$ cat config.mk
export PLATFORM = sky130hd
export DESIGN_NAME = pwm_cfg_top
export DESIGN_NICKNAME = d
export VERILOG_FILES = /design/src/core/README_unused.sv /design/src/core/pwm_cfg_pkg.sv /design/src/core/pwm_cfg_top.sv /design/src/core/pwm_channel.sv
export VERILOG_INCLUDE_DIRS = /design/src /design/src/core
export SDC_FILE = /design/constraint.sdc
export NUM_CORES = 1
export LEC_CHECK = 0
export BUFFER_PORTS_ARGS = -buffer_cell sky130_fd_sc_hd__buf_2
export CAP_MARGIN = 20
export CORE_ASPECT_RATIO = 2
export CORE_MARGIN = 2
export CORE_UTILIZATION = 28
export CTS_CLUSTER_DIAMETER = 30
export CTS_CLUSTER_SIZE = 20
export DETAILED_ROUTE_END_ITERATION = 8
export GPL_ROUTABILITY_DRIVEN = 0
export PLACE_DENSITY = 0.45
export SETUP_SLACK_MARGIN = 0.1
export SYNTH_ARGS = -nofsm -noshare
export SYNTH_HDL_FRONTEND = slang
export SYNTH_SLANG_ARGS = --single-unit
$ cat constraint.sdc
create_clock -name hclk -period 5.2 [get_ports hclk]
set_input_delay 1.04 -clock hclk [delete_from_list [all_inputs] [get_ports hclk]]
set_output_delay 1.04 -clock hclk [all_outputs]
set_load 0.05 [all_outputs]
$ cat src/core/pwm_cfg_consts.svh
/*
 * constants for the pwm indirect configuration block: bus offsets, field
 * positions, reset values and counts.
 * assumes it is included by bare name from the package and the design files.
 */
// Notes on behaviour
// - a window access with channel select up to nine and word select 00b or 01b goes to the local word named by the selects.
// - each channel owns its own words and a window access touches only the chosen channel.
// - word select 00b reaches the duty cycle word, 01b the configuration word.
// - the duty comparison uses only the low N bits, N being the channel's resolution.
// - configuration bit 15 set inverts the output of a running channel; a stopped channel stays low.
// - channels 0 to 7 drive the dac-shared pins unless bit 13 moves them to the alternate pins.
// - a channel runs only while its bit 12 enable and the master enable are both set.
// - configuration bits 9:8 choose the counting clock of each channel on its own.
// - resolution code in bits 3:0 gives 7 bits at 0000b, one more per step, 16 from 1001b up.
`ifndef PWM_CFG_CONSTS_SVH
`define PWM_CFG_CONSTS_SVH

// ***************************************************************
// bus map (byte offsets, low address byte decoded)
// ***************************************************************
`define PWM_ADDR_CTRL 8'h00
`define PWM_ADDR_WINDOW 8'h04
`define PWM_ADDR_STATUS 8'h08

// ***************************************************************
// unit control register fields
// ***************************************************************
`define CTRL_REG_SEL_LSB 0
`define CTRL_CHAN_SEL_LSB 4
`define CTRL_MASTER_EN_BIT 8

// ***************************************************************
// local word selects and configuration word fields
// ***************************************************************
`define SEL_DUTY 2'h0
`define SEL_CONFIG 2'h1
`define CFG_POLARITY_BIT 15
`define CFG_ALTERNATE_PIN_LOCATION_BIT 13
`define CFG_ENABLE_BIT 12
`define CFG_CLK_SRC_LSB 8
`define CFG_DEPTH_LSB 0
`define CLK_SRC_CORE 2'h0
`define CLK_SRC_PERIPH 2'h1

// ***************************************************************
// counts and reset values
// ***************************************************************
`define NUM_CH 10
`define NUM_DAC_CH 8
`define CHAN_LIMIT 4'h9
`define DEPTH_MIN_BITS 5'h07
`define DEPTH_MAX_BITS 5'h10
`define DEPTH_MAX_CODE 4'h9
`define WORD_RESET 16'h0000

`endif

$ cat src/core/README_unused.sv
`default_nettype none
`default_nettype wire

$ cat src/core/pwm_cfg_pkg.sv
/*
 * types shared by the pwm indirect configuration block and its channels.
 * assumes the constants header is on the include path.
 */
`include "pwm_cfg_consts.svh"
`default_nettype none

package pwm_cfg_pkg;

   // ***************************************************************
   // state of the top module
   // ***************************************************************
   typedef struct packed {
      logic [`NUM_CH-1:0][15:0] duty;
      logic [`NUM_CH-1:0][15:0] cfg;
      logic [3:0] chan_sel;
      logic [1:0] reg_sel;
      logic master_en;
      logic wr_pend;
      logic [7:0] wr_addr;
      logic [31:0] rdata;
      logic ready;
      logic [2:0] ext_sync;
      logic [`NUM_CH-1:0] pin;
      logic [`NUM_DAC_CH-1:0] alt_pin;
   } top_state_type;

   // ***************************************************************
   // state of one channel
   // ***************************************************************
   typedef struct packed {
      logic [15:0] count;
      logic out;
   } chan_state_type;

   // mask of the active duty bits for a resolution code
   function automatic logic [15:0] depth_mask(input logic [3:0] code);
      logic [4:0] bits;
      bits = (code >= `DEPTH_MAX_CODE) ? `DEPTH_MAX_BITS : ({1'b0, code} + `DEPTH_MIN_BITS);
      depth_mask = 16'hffff >> (`DEPTH_MAX_BITS - bits);
   endfunction

endpackage

`default_nettype wire

$ cat src/core/pwm_cfg_top.sv
/*
 * ahb-lite slave holding the unit control register, the indirect window to
 * each channel's duty and configuration words, and a status word of the wave
 * levels; ten channels and pin steering.
 * assumes a single ahb-lite master, word transfers only, ext_clk_pin async.
 */
// Our own choices: the AHB-Lite register port and the register offsets.
`include "pwm_cfg_consts.svh"
`default_nettype none

module pwm_cfg_top (
   // clock and reset
   input wire logic hclk,
   input wire logic hresetn,
   // ahb-lite slave
   input wire logic hsel,
   input wire logic [31:0] haddr,
   input wire logic [1:0] htrans,
   input wire logic hwrite,
   input wire logic [2:0] hsize,
   input wire logic [31:0] hwdata,
   input wire logic hready,
   output logic hreadyout,
   output logic hresp,
   output logic [31:0] hrdata,
   // counting sources
   input wire logic periph_tick,
   input wire logic ext_clk_pin,
   // pins
   output logic [`NUM_CH-1:0] pwm_pin,
   output logic [`NUM_DAC_CH-1:0] pwm_alt_pin
);

   pwm_cfg_pkg::top_state_type s_reg, s_next;
   logic [`NUM_CH-1:0] wave;
   logic ext_tick;
   logic take;
   logic chan_ok;
   logic win_wr;
   logic win_rd;

   // ***************************************************************
   // channels
   // ***************************************************************
   // a rising edge of the synchronised external clock counts as one tick
   assign ext_tick = s_reg.ext_sync[1] & ~s_reg.ext_sync[2];

   // every channel sees the same enable and tick sources; only its words differ
   genvar gi;
   generate
      for (gi = 0; gi < `NUM_CH; gi = gi + 1) begin : g_ch
         pwm_channel u_ch (
            .hclk(hclk),
            .hresetn(hresetn),
            .duty(s_reg.duty[gi]),
            .cfg(s_reg.cfg[gi]),
            .master_en(s_reg.master_en),
            .periph_tick(periph_tick),
            .ext_tick(ext_tick),
            .wave(wave[gi])
         );
      end
   endgenerate

   // ***************************************************************
   // bus, window and pin steering
   // ***************************************************************
   // writes land first so a read right behind a write sees the new word
   always_comb begin
      s_next = s_reg;
      take = hsel & htrans[1] & hready;
      chan_ok = s_reg.chan_sel <= `CHAN_LIMIT;
      win_wr = s_reg.wr_pend && (s_reg.wr_addr == `PWM_ADDR_WINDOW) && chan_ok;
      win_rd = 1'b0;
      s_next.ext_sync = {s_reg.ext_sync[1:0], ext_clk_pin};
      s_next.ready = 1'b1;
      if (s_reg.wr_pend && (s_reg.wr_addr == `PWM_ADDR_CTRL)) begin
         s_next.reg_sel = hwdata[`CTRL_REG_SEL_LSB +: 2];
         s_next.chan_sel = hwdata[`CTRL_CHAN_SEL_LSB +: 4];
         s_next.master_en = hwdata[`CTRL_MASTER_EN_BIT];
      end
      // only the chosen channel's chosen word changes; word selects 10b and
      // 11b and channels above nine drop the write
      if (win_wr) begin
         if (s_reg.reg_sel == `SEL_DUTY) begin
            s_next.duty[s_reg.chan_sel] = hwdata[15:0];
         end else if (s_reg.reg_sel == `SEL_CONFIG) begin
            s_next.cfg[s_reg.chan_sel] = hwdata[15:0];
         end
      end
      s_next.wr_pend = take & hwrite;
      s_next.wr_addr = haddr[7:0];
      s_next.rdata = 32'h0000_0000;
      if (take && !hwrite) begin
         unique case (haddr[7:0])
            `PWM_ADDR_CTRL: begin
               s_next.rdata[`CTRL_REG_SEL_LSB +: 2] = s_next.reg_sel;
               s_next.rdata[`CTRL_CHAN_SEL_LSB +: 4] = s_next.chan_sel;
               s_next.rdata[`CTRL_MASTER_EN_BIT] = s_next.master_en;
            end
            `PWM_ADDR_WINDOW: begin
               win_rd = s_next.chan_sel <= `CHAN_LIMIT;
               // reads leave the word untouched
               if (win_rd && (s_next.reg_sel == `SEL_DUTY)) begin
                  s_next.rdata[15:0] = s_next.duty[s_next.chan_sel];
               end else if (win_rd && (s_next.reg_sel == `SEL_CONFIG)) begin
                  s_next.rdata[15:0] = s_next.cfg[s_next.chan_sel];
               end
            end
            `PWM_ADDR_STATUS: s_next.rdata[`NUM_CH-1:0] = wave;
            default: s_next.rdata = 32'h0000_0000;
         endcase
      end
      // pin steering; the unused location of a channel stays low
      for (int i = 0; i < `NUM_CH; i++) begin
         if (i < `NUM_DAC_CH) begin
            s_next.pin[i] = wave[i] & ~s_reg.cfg[i][`CFG_ALTERNATE_PIN_LOCATION_BIT];
            s_next.alt_pin[i] = wave[i] & s_reg.cfg[i][`CFG_ALTERNATE_PIN_LOCATION_BIT];
         end else begin
            s_next.pin[i] = wave[i];
         end
      end
   end

   // state register; all local words clear on reset
   always_ff @(posedge hclk or negedge hresetn) begin
      if (!hresetn) begin
         s_reg <= '0;
         s_reg.ready <= 1'b1;
      end else begin
         s_reg <= s_next;
      end
   end

   // no wait states: the slave never stalls, so ready is a flop held high
   assign hreadyout = s_reg.ready;
   assign hresp = 1'b0;
   assign hrdata = s_reg.rdata;
   assign pwm_pin = s_reg.pin;
   assign pwm_alt_pin = s_reg.alt_pin;

   // ***************************************************************
   // checks
   // ***************************************************************
   property p_win_duty;
      @(posedge hclk) disable iff (!hresetn)
      (win_wr && s_reg.reg_sel == 2'h0)
         |=> s_reg.duty[$past(s_reg.chan_sel)] == $past(hwdata[15:0]);
   endproperty
   a_win_duty: assert property (p_win_duty) else $error("duty word not written");

   property p_win_cfg;
      @(posedge hclk) disable iff (!hresetn)
      (win_wr && s_reg.reg_sel == 2'h1)
         |=> s_reg.cfg[$past(s_reg.chan_sel)] == $past(hwdata[15:0]);
   endproperty
   a_win_cfg: assert property (p_win_cfg) else $error("config word not written");

   property p_other_chan;
      @(posedge hclk) disable iff (!hresetn)
      (s_reg.chan_sel != 4'h0) |=> $stable(s_reg.duty[0]) && $stable(s_reg.cfg[0]);
   endproperty
   a_other_chan: assert property (p_other_chan) else $error("unselected channel changed");

   property p_win_read;
      @(posedge hclk) disable iff (!hresetn)
      (take && !hwrite && haddr[7:0] == 8'h04 && !s_reg.wr_pend && chan_ok
         && s_reg.reg_sel == 2'h0)
         |=> hrdata == {16'h0000, s_reg.duty[$past(s_reg.chan_sel)]} && $stable(s_reg.duty);
   endproperty
   a_win_read: assert property (p_win_read) else $error("window read wrong");

   property p_dac_loc;
      @(posedge hclk) disable iff (!hresetn)
      (!s_reg.cfg[0][13] && $stable(s_reg.cfg[0])) |=> pwm_pin[0] == $past(wave[0])
         && pwm_alt_pin[0] == 1'b0;
   endproperty
   a_dac_loc: assert property (p_dac_loc) else $error("channel 0 on wrong pin");

   property p_alternate_pin_location;
      @(posedge hclk) disable iff (!hresetn)
      (s_reg.cfg[3][13] && $stable(s_reg.cfg[3])) |=> pwm_alt_pin[3] == $past(wave[3])
         && pwm_pin[3] == 1'b0;
   endproperty
   a_alternate_pin_location: assert property (p_alternate_pin_location) else $error("channel 3 not on alternate pin");

   property p_invert_off;
      @(posedge hclk) disable iff (!hresetn)
      (s_reg.master_en && s_reg.cfg[8][12] && s_reg.cfg[8][15] && s_reg.duty[8] == 16'h0000)
         [*3] |-> pwm_pin[8] == 1'b1;
   endproperty
   a_invert_off: assert property (p_invert_off) else $error("inverted zero duty not high");

   property p_master_off;
      @(posedge hclk) disable iff (!hresetn)
      (!s_reg.master_en) [*3] |-> pwm_pin == 10'h000 && pwm_alt_pin == 8'h00;
   endproperty
   a_master_off: assert property (p_master_off) else $error("output with master off");

   property p_cfg_read;
      @(posedge hclk) disable iff (!hresetn)
      (take && !hwrite && haddr[7:0] == 8'h04 && !s_reg.wr_pend && chan_ok
         && s_reg.reg_sel == 2'h1)
         |=> hrdata == {16'h0000, s_reg.cfg[$past(s_reg.chan_sel)]} && $stable(s_reg.cfg);
   endproperty
   a_cfg_read: assert property (p_cfg_read) else $error("config read wrong");

   property p_bad_sel;
      @(posedge hclk) disable iff (!hresetn)
      (s_reg.wr_pend && s_reg.wr_addr == 8'h04 && (!chan_ok || s_reg.reg_sel[1]))
         |=> $stable(s_reg.duty) && $stable(s_reg.cfg);
   endproperty
   a_bad_sel: assert property (p_bad_sel) else $error("refused select changed a word");

   property p_status;
      @(posedge hclk) disable iff (!hresetn)
      (take && !hwrite && haddr[7:0] == 8'h08) |=> hrdata == {22'h00_0000, $past(wave)};
   endproperty
   a_status: assert property (p_status) else $error("status read wrong");

endmodule

`default_nettype wire

$ cat src/core/pwm_channel.sv
/*
 * one pwm channel: frame counter, duty compare, enable and polarity.
 * assumes ticks arrive in the hclk domain, one cycle each.
 */
`include "pwm_cfg_consts.svh"
`default_nettype none

module pwm_channel (
   // clock and reset
   input wire logic hclk,
   input wire logic hresetn,
   // settings
   input wire logic [15:0] duty,
   input wire logic [15:0] cfg,
   input wire logic master_en,
   // count enables from the sources
   input wire logic periph_tick,
   input wire logic ext_tick,
   // wave
   output logic wave
);

   pwm_cfg_pkg::chan_state_type s_reg, s_next;
   logic [15:0] mask;
   logic active;
   logic tick;

   // ***************************************************************
   // next state
   // ***************************************************************
   always_comb begin
      mask = pwm_cfg_pkg::depth_mask(cfg[`CFG_DEPTH_LSB +: 4]);
      active = cfg[`CFG_ENABLE_BIT] & master_en;
      unique case (cfg[`CFG_CLK_SRC_LSB +: 2])
         `CLK_SRC_CORE: tick = 1'b1;
         `CLK_SRC_PERIPH: tick = periph_tick;
         default: tick = ext_tick;
      endcase
      s_next = s_reg;
      if (!active) begin
         // idle channel holds its frame at the start so it resumes cleanly
         s_next.count = `WORD_RESET;
         s_next.out = 1'b0;
      end else begin
         if (tick) begin
            s_next.count = ((s_reg.count & mask) == mask) ? `WORD_RESET
                           : ((s_reg.count + 16'h0001) & mask);
         end else begin
            // a resolution cut while running on a slow source must not leave
            // count bits above the new depth
            s_next.count = s_reg.count & mask;
         end
         // compare only the active bits of duty and count
         s_next.out = ((s_reg.count & mask) < (duty & mask)) ^ cfg[`CFG_POLARITY_BIT];
      end
   end

   // state register
   always_ff @(posedge hclk or negedge hresetn) begin
      if (!hresetn) begin
         s_reg <= '0;
      end else begin
         s_reg <= s_next;
      end
   end

   assign wave = s_reg.out;

   // ***************************************************************
   // checks
   // ***************************************************************
   property p_chan_off;
      @(posedge hclk) disable iff (!hresetn)
      !(cfg[`CFG_ENABLE_BIT] && master_en) |=> (s_reg.out == 1'b0) && (s_reg.count == 16'h0000);
   endproperty
   a_chan_off: assert property (p_chan_off) else $error("disabled channel not idle");

   property p_chan_depth;
      @(posedge hclk) disable iff (!hresetn)
      (cfg[`CFG_ENABLE_BIT] && master_en) |=> ((s_reg.count & ~$past(mask)) == 16'h0000);
   endproperty
   a_chan_depth: assert property (p_chan_depth) else $error("count beyond resolution");

   property p_chan_hold;
      @(posedge hclk) disable iff (!hresetn)
      (cfg[`CFG_ENABLE_BIT] && master_en && cfg[9] && !ext_tick && $stable(cfg))
         |=> $stable(s_reg.count);
   endproperty
   a_chan_hold: assert property (p_chan_hold) else $error("counted without a tick");

endmodule

`default_nettype wire

-- Word level (Yosys, flattened, before mapping)
Cells that the tools add are included.
- mux-type cells: 71
- reduce and logical (&&, ||, !) cells: 22
- $add $sub $neg: 30
- bitwise operators: 79
- divide/modulo/power cells: 0
- shifts and indexed selects: 10
- magnitude comparators: 25
- $mul: 0
- eq/ne operators: 25
- operators by type and width (cell ; count):
    $and A16 B16 Y16 ; 30
    $mux W160 ; 3
    $mux W16 ; 26
    $bwmux W160 ; 2
    $mux W320 ; 1
    $mux W17 ; 10
    $add A16 B1 Y16 const B ; 10
    $eq A16 B16 Y1 ; 10
    $lt A16 B16 Y1 ; 10
    $shr A16 B5 Y16 const A ; 10
    $bmux W16 S4 ; 2
    $demux W16 S4 ; 1
    $add A4 B3 Y5 const B ; 10
    $mux W5 ; 10
    $sub A5 B5 Y5 const A ; 10
    $ge A4 B4 Y1 const B ; 10
    $and A1 B1 Y1 ; 30
    $eq A2 B1 Y1 const B ; 12
    $logic_not A2 Y1 ; 12
    $pmux W1 S2 ; 11
    $eq A8 B3 Y1 const B ; 2
    $logic_not A8 Y1 ; 2
    $pmux W5 S3 ; 1
    $lt A4 B5 Y1 const B ; 2
    other kinds (11) ; 35
- bits in latches: 0
- ROM bits: 0
- output and inout bits: 52
- bits in writable memories: 0
- word-level logic and storage cells: 311
- memories: 0
- register bits after elaboration: 559
- input bits: 76

-- Logic depth before layout (Yosys ltp)
- word-level depth: 14
- depth in mapped cells: 21

-- Hierarchy
From an unflattened synthesis, not the netlist that was laid out.
- cell total of the unflattened synthesis: 3834
- area total of the unflattened synthesis: 36683.9 um2
- modules (own cells, without submodules) (module ; instances ; area each (um2) ; cells an instance):
    pwm_cfg_top ; 1 ; 18073.6 ; 1598
    pwm_channel (g_ch[2].u_ch ...) ; 8 ; 1870.5 ; 223
    pwm_channel (g_ch[0].u_ch) ; 1 ; 1845.5 ; 227
    pwm_channel (g_ch[1].u_ch) ; 1 ; 1800.5 ; 225

-- Worst setup path after synthesis
No wires, ideal clock.
- path kind: reg-to-reg
- start point: register s_reg[134] (netlist name)
- end point: register g_ch[4].u_ch.s_reg (netlist bit g_ch[4].u_ch.wave)
- path slack: 901 ps
- arrival: 4220 ps
- stages on the path, launching flop included: 21
- period minus slack after synthesis: 4299 ps
- cell sequence: dfrtp_1 -> inv_1 -> ha_1 -> nand2b_1 -> o21ai_0 -> nand2_1 -> ha_1 -> nand3_1 -> o21ai_1 -> nor3_1 -> clkbuf_1 -> and3_1 -> ha_1 -> a21o_1 -> a21o_1 -> a21o_1 -> a21o_1 -> a211oi_1 -> nor2_1 -> or4_1 -> a21oi_1
- RTL lines (what ; RTL line ; RTL):
    start, declared ; pwm_cfg_top.sv:34 ; pwm_cfg_pkg::top_state_type s_reg, s_next;
    start signal, assigned ; pwm_cfg_top.sv:131 ; s_reg <= s_next;
    end signal, assigned ; pwm_channel.sv:63 ; s_reg <= s_next;
    end, declared ; pwm_channel.sv:23 ; pwm_cfg_pkg::chan_state_type s_reg, s_next;

==> results.yml <==
synthesis:
  syn_area_um2: 36700
  ys_types: 95
  synthFlopType: "dfrtp_1"
  synthTopCellsByCount: "nand2_1, dfrtp_1, nor2_1"
  yosys-top-cells-area: "dfrtp_1, nand2_1, ha_1"
  synth-edff-count: 0
  synth-seq-cells: 543
  synth_top_cell_area_share_pct: 37.0
  syn_inst: 4270
  yosysTopAreaCell: "dfrtp_1"
  syn_avg_cell_area_um2: 8.59
  yosysWarnings: 0
  synth.most_common_cell: "nand2_1"
  async_flop_share_pct: 100
  ys_seq_area_share_pct: 37.0
placed_design:
  numPortBuffers: 65
  hpwl_um: 122000
  dpl-instance-area_um2: 39200
  place_inst: 5936
die:
  core_um2: 130000
  die_h_um: 516
  fp.dieArea_um2: 134000
  die_x_um: 260
  ios: 128
  initial_core_util_pct: 28.2
  rows: 187
sta:
  drv_slew: 0
  tightest_slew_ns: 1.26
  rsz0062_at_grt: "no"
  hold_ws_ns: 0.327
  setup_tns_ns: 0
  slew_headroom_pct: 16.1
  setup_viol: 0
  hold_viol: 0
  layout_min_cycle_time_ns: 4.99
  max_freq_ghz: 0.200
  clock_skew_ns: 0.0318
  finalCritPeriodShare_pct: 96.0
setup_path:
  start_kind: "flip-flop"
  slowest_delay_ns: 0.76
  path_cells: "nor4b_2 -> nand3_1 -> mux2i_1 -> inv_1 -> nand2_1 -> or4_1 -> a21oi_1 -> nor4_1 -> a211oi_1 -> buf_4"
  worstPathRequired_ns: 5.85
  critPathKind: "reg -> reg"
  worstPathArrival_ns: 5.64
  rrSetupSlack_ns: 0.21
  endpoint_kind: "flip-flop"
  crit_slowest_cell: "a211oi_1"
  critPathMaxFanout: 15
clocking:
  cts_tree: "yes"
  hold_buffers: 0
  cts_buffer_depth: 3
  insertion_delay_ns: 0.73
  post_cts_buffers: 0
  cts_max_level: 3
  tritoncts.num_buffers: 109
  clk_pin_slew_worst_paths_ns: 0.06
  root_buffer: "clkbuf_16"
  cts.sinks: 543
routing:
  first_pass_iters: 6
  ant_nets: 0
  viasPerCell: 5.51
  vias: 33892
  drt-total-wl_um: 164000
  wl_per_cell_um: 26.6
  drc_errors: 0
  drtIter0Drc: 2406
worst_hold_path:
  hp-class: "in -> async"
grt:
  track_usage_pct: 24.3
  grt_pass1_vias: 34608
  grt.overflow.total: 0
  antenna_found_initial: 10
  grt_max_degree: 89
  grt_first_pass_wirelength_um: 238000
power_and_ir_drop:
  irDropWorstVdd_uv: 219
  power.leakage_nw: 19.8
  powerDensity_nw_per_um2: 289
finish:
  final_cells: 6154
  layout.nets: 4635
  final_area_um2: 43200
  area_growth_pct: 17.7
  layout-drive-gt1-share_pct: 15.3
  largest_register_ffs: 337
outcome:
  status: "finished, final reports clean"
flow_run:
  max_cap_viol_count: 0
[layer usage]
metal / track usage [%] / vias to the layer above / share of wire, %
met5: 0 / - / 0.040
met4: 19.9 / 12 / 9.6
met3: 4.68 / 520 / 5.2
met2: 43.3 / 1142 / 51
met1: 24.4 / 16668 / 34
li1: - / 15550 / -
[final timing paths]
path | from | endpoint | cells past startpoint
min in group hclk | s_next[19]$_DFF_PN0_ | s_next[20]$_DFF_PN0_ | 0
setup reg to reg | s_reg[57]$_DFF_PN0_ | hrdata[14]$_DFF_PN0_ | 10
max in group asynchronous | hresetn | g_ch[7].u_ch.wave$_DFF_PN0_ | 2
hold reg to reg | s_next[19]$_DFF_PN0_ | s_next[20]$_DFF_PN0_ | 0
setup / recovery | s_reg[57]$_DFF_PN0_ | hrdata[14]$_DFF_PN0_ | 10
hold / removal | hresetn | g_ch[2].u_ch.s_reg[9]$_DFF_PN0_ | 1
[metrics by stage]
| stage | setup slack, ns | util, % | power [mW] |
|---|---|---|---|
| 6_report | 0.207 | 33.2 | 12.5 |
| 5_1_grt | 0.134 | 33.2 | 12.8 |
| 4_1_cts | 0.434 | 33.2 | 12.6 |
| 3_5_place_dp | 0.455 | 30.2 | 5.02 |
| 3_3_place_gp | 0.489 | 30.2 | 5.02 |
| 2_1_floorplan | 0.901 | - | 4.66 |
[cell type report]
| type | instances | area [µm²] |
|---|---|---|
| Multi-Input combinational cell | 3319 | 21400 |
| Antenna cell | 8 | 20.0 |
| Sequential cell | 543 | 13600 |
| Tap cell | 1701 | 2130 |
| Clock inverter | 84 | 995 |
| Fill cell | 13656 | 86700 |
| Inverter | 150 | 563 |
| Clock buffer | 123 | 2880 |
| Timing Repair Buffer | 226 | 1620 |
[power by group]
group	total [mW]	leakage (nW)	switching, mW	internal (mW)
Combinational	0.665	11.1	0.514	0.151
Sequential	4.30	6.76	0.0387	4.26
Clock	7.51	1.87	2.86	4.65
Total	12.5	19.8	3.42	9.06
[cell families after synthesis]
kind of cell             synth area share (%)
adder cells (fa/ha/maj)                  7.19
XOR/XNOR                                 1.62
buffers and inverters                    5.07
AO/OA/AOI/OAI                            16.4
flip-flops                               37.0
multiplexers                             7.09
other                                  0.0205
AND/OR/NAND/NOR                          25.5
[timing repair]
action / 4_1_cts / 5_1_grt
hold endpoints to repair: 0 / 0
setup endpoints to repair: 0 / 1
gates resized for setup: 0 / 1
[worst max-delay path: cells and delay by family, from the launching register on]
family,cells,cell delay (ns)
AOI/OAI and AO/OA,2,0.99
buffers and inverters,2,0.91
muxes,1,0.23
DFF,1,0.38
and+or+nand+nor,5,2.40
[layout by cell type, fill, tap and decap left out, types with 112 or more instances in the layout]
cell       synthesis  routed
nor3_1           149     149
o21ai_0          197     197
nand2_1          702     702
ha_1             210     210
dfrtp_1          543     543
a21oi_1          162     162
nor2_1           257     257
clkbuf_16          0     112
nand3_1          155     155
mux2_2           158     158
inv_1            148     148
buf_4             54     152
Power figures use the tool's default switching activity.
